### config.mk
export PLATFORM = sky130hd
export DESIGN_NAME = scan_unit
export DESIGN_NICKNAME = d
export VERILOG_FILES = /design/src/logic/scan_pkg.sv /design/src/logic/scan_unit.sv /design/src/logic/tap_fsm.sv
export SDC_FILE = /design/constraint.sdc
export NUM_CORES = 1
export LEC_CHECK = 0
export ABC_AREA = 1
export BUFFER_PORTS_ARGS = -buffer_cell sky130_fd_sc_hd__clkbuf_2
export CAP_MARGIN = 20
export CORE_ASPECT_RATIO = 1.5
export CORE_MARGIN = 8
export CORE_UTILIZATION = 46
export CTS_CLUSTER_DIAMETER = 120
export DETAILED_ROUTE_END_ITERATION = 7
export PLACE_DENSITY_LB_ADDON = 0.1
export SLEW_MARGIN = 20
export SYNTH_ARGS = -nofsm -noshare
export SYNTH_HDL_FRONTEND = slang
export SYNTH_HIERARCHICAL = 1
export SYNTH_SLANG_ARGS = --single-unit
### constraint.sdc
create_clock -name clk_sys -period 3.2 [get_ports clk_sys]
set_input_delay 0.64 -clock clk_sys [delete_from_list [all_inputs] [get_ports clk_sys]]
set_output_delay 0.64 -clock clk_sys [all_outputs]
set_load 0.05 [all_outputs]
### src/logic/scan_pkg.sv
package scan_pkg;
	localparam int IR_LEN = 10;
	localparam int USER_LEN = 32;
	localparam int ID_LEN = 32;
	localparam logic [9:0] OP_EXTEST = 10'h000;
	localparam logic [9:0] OP_RESTART = 10'h001;
	localparam logic [9:0] OP_SAMPLE = 10'h005;
	localparam logic [9:0] OP_IDENT = 10'h006;
	localparam logic [9:0] OP_USER = 10'h007;
	localparam logic [9:0] OP_CLAMP = 10'h00A;
	localparam logic [9:0] OP_HIGHZ = 10'h00B;
	localparam logic [9:0] OP_IOSTD = 10'h00D;
	localparam logic [9:0] OP_BYPASS = 10'h3FF;
	// Capture pattern of the instruction register: low two bits 01.
	localparam logic [9:0] IR_CAPTURE = 10'h001;
	localparam logic [3:0] ID_VERSION = 4'h0;
	// Part and maker fields are arbitrary values.
	localparam logic [15:0] ID_PART = 16'h0001;
	localparam logic [10:0] ID_MAKER = 11'h001;
	localparam logic ID_LSB = 1'b1;
	localparam int TCK_PERIOD_NS = 64;
	localparam int CLK_NS = 4;
	localparam int TCK_CYCLES = (TCK_PERIOD_NS + CLK_NS - 1) / CLK_NS;
	typedef enum logic [3:0] {
		TRESET, IDLE, SEL_DR, CAP_DR, SH_DR, EX1_DR, PAU_DR, EX2_DR, UPD_DR,
		SEL_IR, CAP_IR, SH_IR, EX1_IR, PAU_IR, EX2_IR, UPD_IR
	} tap_state_e;
	typedef enum logic [2:0] {
		SEL_BYP, SEL_IDC, SEL_USR, SEL_BSR
	} dr_sel_e;
	typedef struct packed {
		logic tck;
		logic tms;
		logic tdi;
	} tap_pins_s;
	typedef struct packed {
		logic capture;
		logic shift;
		logic update;
		logic ir_capture;
		logic ir_shift;
		logic ir_update;
	} tap_ctl_s;
endpackage

### src/logic/scan_unit.sv
// Behaviour
// - Test logic follows the standard four-wire test access port behaviour.
// - I/O-standard instruction may update pin standards before or in user mode.
// - PLL reconfiguration bits sit in the chain only until configured.
// - Code 005 samples pins and preloads the boundary register.
// - Code 000 drives boundary values out and captures input pins.
// - All-ones code puts one-bit bypass in path, pins stay normal.
// - Code 007 shifts the 32-bit user code out.
// - Code 006 shifts the identification value out.
// - Code 00B selects bypass and floats every I/O pin.
// - Code 00A selects bypass and holds pins from boundary register.
// - Code 001 requests reconfiguration like a restart pin low pulse.
// - Code 00D accepted anytime; it aborts configuration in progress.
// - After code 00D the status pin is held low until reconfigured.
// - Instruction register is 10 bits, user code 32 bits.
// - Identification is version, part, maker fields and a one.
// - Bus hold or pull-up overrides forced high impedance.
`timescale 1ns/10ps
`default_nettype none
module scan_unit
	import scan_pkg::*;
#(
	parameter int NPINS = 8,
	parameter int NPLL = 4,
	parameter logic [USER_LEN-1:0] USER_CODE = 32'hFFFFFFFF
)(
	input wire logic clk_sys,
	input wire logic resetn,
	input wire tap_pins_s tap_in,
	input wire logic trst_n,
	output logic tdo_r,
	output logic tdo_oe_r,
	input wire logic [NPINS-1:0] pin_in,
	input wire logic [NPINS-1:0] core_out,
	input wire logic [NPINS-1:0] core_oe,
	input wire logic [NPINS-1:0] keeper_en,
	output logic [NPINS-1:0] pin_out_r,
	output logic [NPINS-1:0] pin_oe_r,
	output logic [NPINS-1:0] pin_keep_r,
	input wire logic configured,
	input wire logic configuring,
	output logic config_restart_r,
	output logic config_abort_r,
	output logic config_status_oe_r,
	output logic iostd_load_r,
	output logic [NPINS-1:0] iostd_r,
	output logic [NPLL-1:0] pll_bits_r
);
	localparam int BSR_LEN = 3 * NPINS;

	// =====================================================================
	// Pin synchronisers: every test pin passes two flops before use.
	tap_pins_s sync1_r, sync2_r;
	logic trst1_r, trst2_r, tck_d_r;
	logic [NPINS-1:0] pin1_r, pin2_r;
	always_ff @(posedge clk_sys or negedge resetn) begin
		if (!resetn) begin
			sync1_r <= '0;
			sync2_r <= '0;
			trst1_r <= 1'b0;
			trst2_r <= 1'b0;
			tck_d_r <= 1'b0;
			pin1_r <= '0;
			pin2_r <= '0;
		end else begin
			sync1_r <= tap_in;
			sync2_r <= sync1_r;
			trst1_r <= trst_n;
			trst2_r <= trst1_r;
			tck_d_r <= sync2_r.tck;
			pin1_r <= pin_in;
			pin2_r <= pin1_r;
		end
	end
	wire logic tck_rise = sync2_r.tck && !tck_d_r;
	wire logic tck_fall = !sync2_r.tck && tck_d_r;

	// =====================================================================
	// Controller.
	tap_state_e state_r;
	tap_ctl_s ctl;
	tap_fsm u_fsm (
		.clk_sys(clk_sys),
		.resetn(resetn),
		.tck_rise(tck_rise),
		.tms(sync2_r.tms),
		.state_r(state_r),
		.ctl(ctl)
	);
	wire logic in_reset = state_r == TRESET || !trst2_r;

	// =====================================================================
	// Instruction register, 10 bits.
	logic [IR_LEN-1:0] ir_sh_r, ir_r;
	always_ff @(posedge clk_sys or negedge resetn) begin
		if (!resetn) begin
			ir_sh_r <= '0;
		end else if (ctl.ir_capture) begin
			ir_sh_r <= IR_CAPTURE;
		end else if (ctl.ir_shift) begin
			ir_sh_r <= {sync2_r.tdi, ir_sh_r[IR_LEN-1:1]};
		end
	end
	// Reset state loads the identification instruction.
	always_ff @(posedge clk_sys or negedge resetn) begin
		if (!resetn) begin
			ir_r <= OP_IDENT;
		end else if (in_reset) begin
			ir_r <= OP_IDENT;
		end else if (ctl.ir_update) begin
			ir_r <= ir_sh_r;
		end
	end

	// =====================================================================
	// Decode; unknown codes fall back to bypass with normal pins.
	function automatic dr_sel_e decode_sel(input logic [IR_LEN-1:0] op);
		unique case (op)
			OP_EXTEST, OP_SAMPLE: decode_sel = SEL_BSR;
			// New pin standards arrive serially through the boundary cells.
			OP_IOSTD: decode_sel = SEL_BSR;
			OP_IDENT: decode_sel = SEL_IDC;
			OP_USER: decode_sel = SEL_USR;
			default: decode_sel = SEL_BYP;
		endcase
	endfunction
	dr_sel_e sel;
	assign sel = decode_sel(ir_r);
	wire logic test_drive = ir_r == OP_EXTEST || ir_r == OP_CLAMP;
	wire logic test_float = ir_r == OP_HIGHZ;
	// PLL bits join the boundary chain only while unconfigured.
	wire logic pll_in_chain = !configured;

	// =====================================================================
	// Data registers.
	localparam logic [ID_LEN-1:0] ID_VALUE = {ID_VERSION, ID_PART, ID_MAKER,
		ID_LSB};
	logic byp_r;
	logic [ID_LEN-1:0] id_sh_r;
	logic [USER_LEN-1:0] usr_sh_r;
	logic [BSR_LEN-1:0] bsr_sh_r, bsr_up_r;
	logic [NPLL-1:0] pll_sh_r;
	wire logic bsr_tail = pll_in_chain ? pll_sh_r[0] : bsr_sh_r[0];
	always_ff @(posedge clk_sys or negedge resetn) begin
		if (!resetn) begin
			byp_r <= 1'b0;
			id_sh_r <= '0;
			usr_sh_r <= '0;
		end else if (ctl.capture) begin
			byp_r <= 1'b0;
			id_sh_r <= ID_VALUE;
			usr_sh_r <= USER_CODE;
		end else if (ctl.shift) begin
			byp_r <= sync2_r.tdi;
			id_sh_r <= {sync2_r.tdi, id_sh_r[ID_LEN-1:1]};
			usr_sh_r <= {sync2_r.tdi, usr_sh_r[USER_LEN-1:1]};
		end
	end
	// Boundary cells: per pin, input, output value, output enable.
	always_ff @(posedge clk_sys or negedge resetn) begin
		if (!resetn) begin
			bsr_sh_r <= '0;
			pll_sh_r <= '0;
		end else if (ctl.capture && sel == SEL_BSR) begin
			bsr_sh_r <= {pin2_r, core_out, core_oe};
		end else if (ctl.shift && sel == SEL_BSR) begin
			if (pll_in_chain) begin
				pll_sh_r <= {bsr_sh_r[0], pll_sh_r[NPLL-1:1]};
			end
			bsr_sh_r <= {sync2_r.tdi, bsr_sh_r[BSR_LEN-1:1]};
		end
	end
	always_ff @(posedge clk_sys or negedge resetn) begin
		if (!resetn) begin
			bsr_up_r <= '0;
			pll_bits_r <= '0;
		end else if (ctl.update && sel == SEL_BSR) begin
			bsr_up_r <= bsr_sh_r;
			if (pll_in_chain) begin
				pll_bits_r <= pll_sh_r;
			end
		end
	end

	// =====================================================================
	// Serial output changes on the falling test clock edge.
	logic tdo_bit;
	always_comb begin
		unique case (sel)
			SEL_IDC: tdo_bit = id_sh_r[0];
			SEL_USR: tdo_bit = usr_sh_r[0];
			SEL_BSR: tdo_bit = bsr_tail;
			default: tdo_bit = byp_r;
		endcase
	end
	always_ff @(posedge clk_sys or negedge resetn) begin
		if (!resetn) begin
			tdo_r <= 1'b0;
			tdo_oe_r <= 1'b0;
		end else if (tck_fall) begin
			tdo_r <= (state_r == SH_IR) ? ir_sh_r[0] : tdo_bit;
			tdo_oe_r <= state_r == SH_IR || state_r == SH_DR;
		end
	end

	// =====================================================================
	// Pin control.
	always_ff @(posedge clk_sys or negedge resetn) begin
		if (!resetn) begin
			pin_out_r <= '0;
			pin_oe_r <= '0;
			pin_keep_r <= '0;
		end else if (test_float) begin
			pin_out_r <= '0;
			pin_oe_r <= '0;
			pin_keep_r <= keeper_en;
		end else if (test_drive) begin
			pin_out_r <= bsr_up_r[2*NPINS-1:NPINS];
			pin_oe_r <= bsr_up_r[NPINS-1:0];
			pin_keep_r <= keeper_en & ~bsr_up_r[NPINS-1:0];
		end else begin
			pin_out_r <= core_out;
			pin_oe_r <= core_oe;
			pin_keep_r <= keeper_en;
		end
	end

	// =====================================================================
	// Configuration side effects, acting on instruction update or, for pin standards, data update.
	wire logic upd_restart = ctl.ir_update && ir_sh_r == OP_RESTART;
	wire logic upd_iostd = ctl.ir_update && ir_sh_r == OP_IOSTD;
	always_ff @(posedge clk_sys or negedge resetn) begin
		if (!resetn) begin
			config_restart_r <= 1'b0;
			config_abort_r <= 1'b0;
		end else begin
			config_restart_r <= upd_restart;
			config_abort_r <= upd_iostd && configuring;
		end
	end
	// Held until the configured flag rises again; a new issue wins.
	logic configured_d_r;
	always_ff @(posedge clk_sys or negedge resetn) begin
		if (!resetn) begin
			config_status_oe_r <= 1'b0;
			configured_d_r <= 1'b0;
		end else begin
			configured_d_r <= configured;
			if (upd_iostd) begin
				config_status_oe_r <= 1'b1;
			end else if (configured && !configured_d_r) begin
				config_status_oe_r <= 1'b0;
			end
		end
	end
	// Pin standards load from the boundary cells while in that instruction.
	always_ff @(posedge clk_sys or negedge resetn) begin
		if (!resetn) begin
			iostd_r <= '0;
			iostd_load_r <= 1'b0;
		end else begin
			iostd_load_r <= ctl.update && ir_r == OP_IOSTD;
			if (ctl.update && ir_r == OP_IOSTD) begin
				iostd_r <= bsr_sh_r[NPINS-1:0];
			end
		end
	end
endmodule
`default_nettype wire

### src/logic/tap_fsm.sv
`timescale 1ns/10ps
`default_nettype none
module tap_fsm
	import scan_pkg::*;
(
	input wire logic clk_sys,
	input wire logic resetn,
	input wire logic tck_rise,
	input wire logic tms,
	output tap_state_e state_r,
	output tap_ctl_s ctl
);
	tap_state_e state_nxt;

	// =====================================================================
	// Standard sixteen-state controller, stepped on each test clock rise.
	always_comb begin
		state_nxt = state_r;
		unique case (state_r)
			TRESET: state_nxt = tms ? TRESET : IDLE;
			IDLE: state_nxt = tms ? SEL_DR : IDLE;
			SEL_DR: state_nxt = tms ? SEL_IR : CAP_DR;
			CAP_DR: state_nxt = tms ? EX1_DR : SH_DR;
			SH_DR: state_nxt = tms ? EX1_DR : SH_DR;
			EX1_DR: state_nxt = tms ? UPD_DR : PAU_DR;
			PAU_DR: state_nxt = tms ? EX2_DR : PAU_DR;
			EX2_DR: state_nxt = tms ? UPD_DR : SH_DR;
			UPD_DR: state_nxt = tms ? SEL_DR : IDLE;
			SEL_IR: state_nxt = tms ? TRESET : CAP_IR;
			CAP_IR: state_nxt = tms ? EX1_IR : SH_IR;
			SH_IR: state_nxt = tms ? EX1_IR : SH_IR;
			EX1_IR: state_nxt = tms ? UPD_IR : PAU_IR;
			PAU_IR: state_nxt = tms ? EX2_IR : PAU_IR;
			EX2_IR: state_nxt = tms ? UPD_IR : SH_IR;
			UPD_IR: state_nxt = tms ? SEL_DR : IDLE;
		endcase
	end

	always_ff @(posedge clk_sys or negedge resetn) begin
		if (!resetn) begin
			state_r <= TRESET;
		end else if (tck_rise) begin
			state_r <= state_nxt;
		end
	end

	always_comb begin
		ctl.capture = tck_rise && state_r == CAP_DR;
		ctl.shift = tck_rise && state_r == SH_DR;
		ctl.update = tck_rise && state_r == UPD_DR;
		ctl.ir_capture = tck_rise && state_r == CAP_IR;
		ctl.ir_shift = tck_rise && state_r == SH_IR;
		ctl.ir_update = tck_rise && state_r == UPD_IR;
	end
endmodule
`default_nettype wire

# Yosys cells after proc, flatten, opt, wreduce, memory -nomap -nowiden
# Index checks and enable logic that the tools add are counted.
# totals
regBits,201
inputBits,40
word_cells,135
# op_classes
n_eq_ne,26
muxes,37
reduce_logical,36
bitwise_logic,4
# ops
operator,n
$mux 32,4
$mux 24,2
$mux 8,6
$pmux 4 s12,1
$eq 10x4->1 const B,4
$mux 10,4
$eq 4x4->1 const B,8
$eq 10x3->1 const B,3
$eq 4x3->1 const B,4
$logic_and 1x1->1,16
$mux 4,4
$eq 10x1->1 const B,1
$logic_not 10->1,1
$reduce_bool 2->1,5
$mux 1,9
$and 8x8->8,1
$eq 4x2->1 const B,2
$not 8->8,1
$eq 3x2->1 const B,2
$mux 2,3
$mux 3,2
$pmux 2 s3,1
$reduce_or 3->1,2
$eq 4x1->1 const B,1
other kinds (9),16

# Logic depth before layout (Yosys ltp)
# Gate-level depths: netlist of run 1.
# depth
word_depth,7
mapped_depth,12
ltp_nobuf,10

# Cells and area by module
# The synthesis of run 1 kept the hierarchy.
# modules_own_cells
mod,area_each_um2,cells_per_inst,n_inst
scan_unit,7663.6,742,1
tap_fsm,432.9,84,1

# Least setup slack after synthesis of run 1
# OpenSTA, ideal clock, no wires.
# synth_timing
kind,register to register
start,register tck_d_r
end,register usr_sh_r[10]
n_path_buf,2
path_stages_with_launch,9
period_less_slack_ns,2.018
setup_time_ns,0.143
path_slack_ns,1.182
arrival_time_ns,1.874
cell_sequence,dfrtp_1 nor2_1 buf_2 inv_1 nor4_1 inv_2 nor2_1 buf_2 a22oi_1
# synth_lines
item,line,source
start: declaration,scan_unit.sv:54,"logic trst1_r, trst2_r, tck_d_r;"
start signal: assignment,scan_unit.sv:70,tck_d_r <= sync2_r.tck;
end signal: assignment,scan_unit.sv:156,"usr_sh_r <= {sync2_r.tdi, usr_sh_r[USER_LEN-1:1]};"
end: declaration,scan_unit.sv:140,logic [USER_LEN-1:0] usr_sh_r;

==> results of run 1 <==
-- cells in the final DEF, fill, tap and decap left out, types with 2 or more instances in the layout --
cell and n:
o21ai_1 41, inv_1 96, bufinv_16 4, o21ai_0 53, a21oi_1 10, o211ai_2 3
dfrtp_1 198, buf_4 12, a22oi_1 30, inv_2 11, o22ai_2 8, clkbuf_16 17
nand2_4 3, clkbuf_2 80, nor2_2 5, a21boi_0 8, nand2_2 3, o211ai_1 3
nand4_1 5, o22ai_1 16, clkbuf_8 4, clkinvlp_4 3, dfstp_2 2, nand3_2 2
nand2_1 146, clkbuf_1 2, nor3_1 2, nor2_1 68, nand3_1 57, o21ai_2 8
clkinv_4 2, nor4_1 2
-- kinds of logic (layout without fill, tap and decap cells) --
logic type | Yosys count | in the layout | share of synthesized area (%)
and+or+nand+nor | 298 | 298 | 16.07
muxes | 1 | 1 | 0.1391
AOI/OAI and AO/OA | 183 | 183 | 14.42
buffers and inverters | 144 | 235 | 7.526
DFF | 200 | 200 | 61.85
-- stage by stage --
| stage | utilization, % | hold slack (ns) |
|---|---|---|
| after floorplan | - | 0.3312 |
| after global routing | 54.09 | 0.2662 |
| final | 54.09 | 0.2167 |
| after CTS | 54.09 | 0.2413 |
| after global placement | 50.38 | 0.3328 |
| after detailed placement | 50.38 | 0.3347 |
-- state kept, by name, summed over array words and instances, names as in the netlist, 3 cells and up --
register	flops
pll_bits_r	4
u_fsm/state_r	4
pll_sh_r	4
sync2_r	3
ir_r	10
bsr_up_r	16
pin1_r	8
id_sh_r	31
sync1_r	3
ir_sh_r	10
iostd_r	8
pin_oe_r	8
pin_keep_r	8
pin2_r	8
usr_sh_r	32
bsr_sh_r	24
pin_out_r	8
-- power by group through the flow --
| stage | registers [mW] | clock network, mW | logic (mW) |
|---|---|---|---|
| 4_1_cts | 2.97 | 2.35 | 0.969 |
| 3_5_place_dp | 3.02 | 0 | 0.965 |
| 6_report | 2.97 | 2.30 | 0.958 |
| 5_1_grt | 3.00 | 2.45 | 1.09 |
| 3_3_place_gp | 3.01 | 0 | 0.944 |
| 2_1_floorplan | 3.06 | 0 | 0.637 |
-- routing by layer --
layer / vias to the layer above / GRT usage, % / wire, um
met3: 30 / 4.253 / 805
met5: - / 0 / 0
met1: 2838 / 18.39 / 7313
met2: 141 / 27.73 / 8581
met4: 0 / 5.995 / 308
li1: 2853 / - / -
-- final timing paths --
check / start / end / slack [ns] / cells after the start
worst min-delay path: resetn / iostd_r[2] / 0.22 / 1
max in group asynchronous: resetn / ir_r[1] / 2.14 / 2
min in group clk_sys: tap_in[1] / sync1_r[1] / 0.31 / 1
worst max-delay path: sync2_r[2] / id_sh_r[18] / 0.96 / 9
worst min register to register: pin1_r[1] / pin2_r[1] / 0.34 / 0
worst max register to register: sync2_r[2] / id_sh_r[18] / 0.96 / 9
-- cell type report --
class                           instances  area [um^2]  area share (%)
Clock buffer                           22        474.2           5.076
Clock inverter                         10        165.2           1.768
Inverter                              109        414.1           4.433
Multi-Input combinational cell        482         2491           26.66
Sequential cell                       200         5007           53.60
Tap cell                              213        266.5           2.853
Timing Repair Buffer                   94        524.3           5.611
-- critical path, cell delays in order, from the launching register on --
cell and delay, ns:
dfrtp_1 0.40, inv_1 0.06, nor2_1 0.03, buf_4 0.16, inv_1 0.14, nor2_1 0.07
buf_4 0.19, inv_1 0.68, nand2_1 0.17, o21ai_0 0.24
==> out/results.md, run 1 <==
| Quantity | Value |
|:---|:---|
| Final Instance Area | 0.009343 mm^2 |
| Final Slew Violations | 0 |
| Worst hold-check path type | primary input to asynchronous set/reset pin |
| Cells after synthesis | 826 |
| Overall routing resource usage | 15.91% |
| Total cell area at the placement stage | 0.008703 mm^2 |
| Share of the clock period used by the worst path after layout | 70.08% |
| Routed length per instance | 15.05 um |
| Port bufs | 81 |
| Post-CTS setup repair buffer count | 0 |
| Final Hold Viols | 0 |
| Critical path peak fanout | 29 |
| Number of distinct library cells after synthesis | 39 |
| Post-layout total power | 6.232 mW |
| Required time at the endpoint of the critical path | 3.54 ns |
| Grt total ovfl | 0 |
| Clock latency of the later-clocked register in the worst-skew pair | 0.43 ns |
| Result of the run | complete, no violations |
| Die Height | 178.5 um |
| Clk Tree Root Cell | clkbuf_16 |
| Worst Tran Pin Value | 0.9142 ns |
| Number of placed I/O pins | 82 |
| Number of synthesized register bits | 200 |
| Number of global-route vias before repair | 5896 |
| Syn-to-layout area delta | 15.39% |
| Switching Fraction | 27.15% |
| Internal power | 4.540 mW |
| Element type at the critical path end | flip-flop |
| Worst clock skew | 0.007646 ns |
| PwrDens | 667.1 mW/mm^2 |
| Number of remaining DRC errors | 0 |
| Share of async-settable or async-resettable flops after synthesis | 100.0% |
| Overall die width | 124.3 um |
| Most used standard cell by instance count after synthesis | dfrtp_1 |
| Largest net degree at the start of global routing | 75 |
| Sequential Power Share | 47.6% |
| Clock transition time at the flip-flop clock pins of the worst setup and hold paths | 0.07 ns |
| Rel. slew slack | 38.98% |
| Static leakage | 4.701 nW |
| Fmax achieved | 445.9 MHz |
| Clk network pwr share | 37.0% |
| Placed instance count | 1098 |
| Effective utilization at floorplan | 46.87% |
| First-pass GRT wire length | 28.78 mm |
| Initial antenna violation count | 0 |
| Switching Power | 1.692 mW |
| TritonCTS buffer count | 17 |
| Layout filler cell count | 1557 |
| Unrepaired setup endpoints after global routing | false |
| Setup Total Neg Slack | 0 ns |
| Cell type with the highest aggregate area in the netlist | dfrtp_1 |
| Final std cells w/o fill | 1130 |
| Total number of vias | 5862 |
| Data arrival time at the worst-slack endpoint | 2.58 ns |
| Core Footprint | 0.01727 mm^2 |
| Die Outline Area | 0.02219 mm^2 |
| Syn nets | 866 |
| Clock tree from TritonCTS | yes |
| Number of levels in the clock H-tree | 4 |
| Category of the worst setup path launch point | flip-flop |
| Final setup vio count | 0 |
| Post-Synthesis Cell Area | 0.008097 mm^2 |
| Worst slack at placement | 0.9491 ns |
| Combinational Power Share | 15.4% |
| Share of post-route cells with drive strength above 1 | 19.30% |
| Ranking of synthesized cells by area | dfrtp_1 61%, nand2_1 6.8%, inv_1 4.5% |
| Worst vdd rail ir drop | 0.0004051 V |
| Cts-stage hold buffer count | 0 |
| Top-area cell type share of the netlist area | 61.20% |
| PostCTS Resize Cnt | 0 |
| Net count of the finished layout | 944 |
| Post-detailed-route count of antenna-violating nets | 0 |
| Final critical path time including I/O delays and setup | 2.243 ns |
| CP Class | flip-flop to flip-flop |
| Buffer depth of the longest clock path | 2 |
| Via density | 5.188 |
| Most frequent cells after synthesis | 198 x dfrtp_1, 146 x nand2_1, 96 x inv_1, 70 x nor2_1, 57 x nand3_1 |
| Fin worst setup slack | 0.9575 ns |
| Mean instance size in the synthesized netlist | 9.802 um^2 |
| Ant diodes | 0 |
| Placed wire-length estimate after detailed placement | 12.09 mm |
| Router iterations before antenna repair | 5 |
| Sinks on Clock Net | 200 |
| Most frequently used flop master after synthesis | dfrtp_1 |
| Final WL | 17.01 mm |
| Number of rows created at floorplan | 59 |
| Number of enable flip-flop cells after synthesis | 0 |
| Number of DRC markers in iteration 0 | 381 |
| Number of maximum-capacitance constraint violations | 0 |
| Last weighted congestion value of the routability-driven placer | 0.8005 |
| Sequential area share after synthesis | 61.85% |
| Total number of yosys warnings | 6 |
Power figures use the tool's default switching activity.
==> run 2: changes to the inputs <==
- clock period: 3.2 -> 1.8 ns (I/O delays scaled with it)
==> run 2 against run 1 <==
Sequential cell count unchanged. Design area increased by 4.3%. Setup slack got worse by 0.89 ns. Clock power increased by 54%. Critical path type unchanged. Critical endpoint is now bsr_sh_r[5]. Highest routed layer unchanged.
==> out/results.md, run 2 (synthesized netlist as in run 1, its figures left out) <==
| Quantity | Value | vs previous |
|:---|:---|:---|
| Number of global-route vias before repair | 6067 | was 5896 |
| Final Hold Viols | 0 | unchanged |
| Clock transition time at the flip-flop clock pins of the worst setup and hold paths | 0.07 ns | about the same |
| Most common cell after layout, fill and taps aside | dfrtp_1 | unchanged |
| Clk network pwr share | 32.8% | was 37.0% |
| Unrepaired setup endpoints after global routing | true | was false |
| Core Footprint | 0.01727 mm^2 | unchanged |
| Clock tree from TritonCTS | yes | unchanged |
| Final critical path time including I/O delays and setup | 1.735 ns | was 2.243 ns |
| Reg-to-reg endpoint | bsr_sh_r[5] | was id_sh_r[18] |
| Buffer depth of the longest clock path | 2 | unchanged |
| Placed instance count | 1136 | was 1098 |
| Number of cell instances on the worst register-to-register path | 10 | was 9 |
| Post-detailed-route count of antenna-violating nets | 0 | unchanged |
| Combinational Power Share | 18.4% | was 15.4% |
| Final setup vio count | 0 | unchanged |
| Register-to-register path setup slack | 0.07 ns | was 0.96 ns |
| Worst hold-check path type | primary input to flip-flop | was primary input to asynchronous set/reset pin |
| Biggest registers after layout | usr_sh_r (32), id_sh_r (31), bsr_sh_r (24) | unchanged |
| Max FFs per register | 32 | unchanged |
| Crit path buffers/inverters | 4 | was 5 |
| Share of post-route cells with drive strength above 1 | 24.58% | was 19.30% |
| Routed length on met1 | 7.452 mm | was 7.313 mm |
| Sequential Power Share | 48.8% | was 47.6% |
| PwrDens | 1107 mW/mm^2 | was 667.1 mW/mm^2 |
| Overall routing resource usage | 16.49% | was 15.91% |
| Critical path depth in cells | 10 | was 9 |
| Critical path peak fanout | 11 | was 29 |
| Total number of vias | 5920 | was 5862 |
| Last weighted congestion value of the routability-driven placer | 0.8751 | was 0.8005 |
| Switching Fraction | 29.32% | was 27.15% |
| Hold path start | trst_n |  |
| Number of DRC markers in iteration 0 | 301 | was 381 |
| Number of levels in the clock H-tree | 4 | unchanged |
| Worst vdd rail ir drop | 0.0006448 V | was 0.0004051 V |
| Final std cells w/o fill | 1169 | was 1130 |
| Worst path slowest cell | dfrtp_1 | was inv_1 |
| End of the worst hold path | trst1_r |  |
| Data arrival time at the worst-slack endpoint | 2.09 ns | was 2.58 ns |
| Final WL | 17.69 mm | was 17.01 mm |
| Number of maximum-capacitance constraint violations | 0 | unchanged |
| Syn-to-layout area delta | 20.32% | was 15.39% |
| Rel. slew slack | 66.44% | was 38.98% |
| Element type at the critical path end | flip-flop | unchanged |
| Worst Tran Pin Value | 0.4988 ns | was 0.9142 ns |
| Final Slew Violations | 0 | unchanged |
| Result of the run | complete, no violations | unchanged |
| CP Class | flip-flop to flip-flop | unchanged |
| Cell class contributing the biggest share of worst-path delay | buffers and inverters | unchanged |
| Layout filler cell count | 1549 | was 1557 |
| Register containing the most flip-flops in the final layout | usr_sh_r | unchanged |
| Switching Power | 3.162 mW | was 1.692 mW |
| Grt total ovfl | 0 | unchanged |
| Routed length per instance | 15.13 um | was 15.05 um |
| Hold Path Stages | 1 |  |
| TritonCTS buffer count | 17 | unchanged |
| Worst clock skew | 0.01038 ns | was 0.007646 ns |
| Net count of the finished layout | 984 | was 944 |
| Initial antenna violation count | 0 | unchanged |
| Setup Total Neg Slack | 0 ns | unchanged |
| Port bufs | 81 | unchanged |
| Effective utilization at floorplan | 46.87% | unchanged |
| Final design utilization | 56.40% | was 54.09% |
| Placed wire-length estimate after detailed placement | 12.71 mm | was 12.09 mm |
| Category of the worst setup path launch point | flip-flop | unchanged |
| Clock latency of the later-clocked register in the worst-skew pair | 0.44 ns | was 0.43 ns |
| Clk Tree Root Cell | clkbuf_16 | unchanged |
| Die Outline Area | 0.02219 mm^2 | unchanged |
| Number of placed I/O pins | 82 | unchanged |
| Ant diodes | 0 | unchanged |
| Number of rows created at floorplan | 59 | unchanged |
| Static leakage | 4.907 nW | was 4.701 nW |
| Worst-path cell chain | buf_4, nor4_4, buf_4, nor2_4, inv_2, nand2_4, buf_6, a21oi_2, o21ai_1, o21ai_1 | was inv_1, nor2_1, buf_4, inv_1, nor2_1, buf_4, inv_1, nand2_1, o21ai_0 |
| Sum of met3 wire segment lengths after detailed routing | 707 um | was 805 um |
| Largest net degree at the start of global routing | 53 | was 75 |
| Die Height | 178.5 um | unchanged |
| Fmax achieved | 576.5 MHz | was 445.9 MHz |
| Share of the clock period used by the worst path after layout | 96.37% | was 70.08% |
| Required time at the endpoint of the critical path | 2.15 ns | was 3.54 ns |
| Via density | 5.064 | was 5.188 |
| Internal power | 7.623 mW | was 4.540 mW |
| Biggest cell delay along the critical path | 0.42 ns | was 0.68 ns |
| Sinks on Clock Net | 200 | unchanged |
| Total met2 wirelength after detailed routing | 9.359 mm | was 8.581 mm |
| Number of remaining DRC errors | 0 | unchanged |
| Most frequent cells in the layout | 197 x dfrtp_1, 145 x nand2_1, 93 x inv_1 | was 198 x dfrtp_1, 146 x nand2_1, 96 x inv_1 |
| Router iterations before antenna repair | 5 | unchanged |
| First-pass GRT wire length | 29.86 mm | was 28.78 mm |
| Top routing layer in use | met4 | unchanged |
| Worst flop-to-flop path startpoint | u_fsm/state_r[1] | was sync2_r[2] |
| Overall die width | 124.3 um | unchanged |
| Post-layout total power | 10.79 mW | was 6.232 mW |
==> run 2: worst register-to-register path, delay by kind of cell, from the launching register on <==
kind | cells | cell delay (ns)
AOI/OAI and AO/OA | 3 | 0.27
DFF | 1 | 0.42
buffers and inverters | 4 | 0.56
and+or+nand+nor | 3 | 0.41
==> run 2: final cells by class <==
cell class / instances / area (um^2) / share of cell area, %
clock inverter: 13 / 98.84 / 1.015
inverter: 109 / 424.2 / 4.354
tap: 213 / 266.5 / 2.736
sequential: 200 / 5009 / 51.41
clock buffer: 18 / 439.2 / 4.508
timing repair buffer: 134 / 954.7 / 9.800
multi-input combinational: 482 / 2550 / 26.18
==> run 2: layer usage <==
layer	vias up	global-route usage, %
li1	2932	-
met1	2868	18.99
met2	110	29.17
met3	10	3.688
met4	0	6.650
met5	-	0
==> run 2: how the worst max path moves through the flow <==
stage,slack [ns],start,end
2_1_floorplan,0.04,tck_d_r,id_sh_r[21]
3_3_place_gp,-0.05,tck_d_r,iostd_r[0]
3_5_place_dp,-0.04,u_fsm/state_r[2],config_restart_r
4_1_cts,-0.02,sync2_r[2],usr_sh_r[23]
5_1_grt,-0.06,sync2_r[2],bsr_sh_r[2]
6_report,0.07,u_fsm/state_r[1],bsr_sh_r[5]
==> run 2: timing repair <==
| item | in CTS | in global routing |
|---|---|---|
| hold buffers | 1 | 0 |
| hold endpoints to repair | 34 | 0 |
| buffers inserted | 1 | 0 |
| gates cloned | 0 | 0 |
| pin swaps | 0 | 1 |
| resized for setup | 5 | 21 |
| setup endpoints to repair | 15 | 89 |
==> run 2: power groups by stage <==
| stage | clock (mW) | sequential (mW) | combinational, mW |
|---|---|---|---|
| after floorplan | 0 | 5.44 | 1.15 |
| after global placement | 0 | 5.33 | 1.94 |
| after detailed placement | 0 | 5.34 | 1.97 |
| after CTS | 3.64 | 5.26 | 2.00 |
| after global routing | 3.81 | 5.31 | 2.25 |
| final | 3.54 | 5.26 | 1.99 |
==> run 2: metrics by stage <==
stage | hold WS (ns) | setup slack [ns] | cell area (um^2)
2_1_floorplan | 0.06441 | 0.03934 | 8115
3_3_place_gp | 0.3102 | -0.04544 | 9110
3_5_place_dp | 0.3118 | -0.04264 | 9110
4_1_cts | 0.003571 | -0.01707 | 9683
5_1_grt | 0.01373 | -0.06119 | 9742
6_report | 0.02507 | 0.06535 | 9742
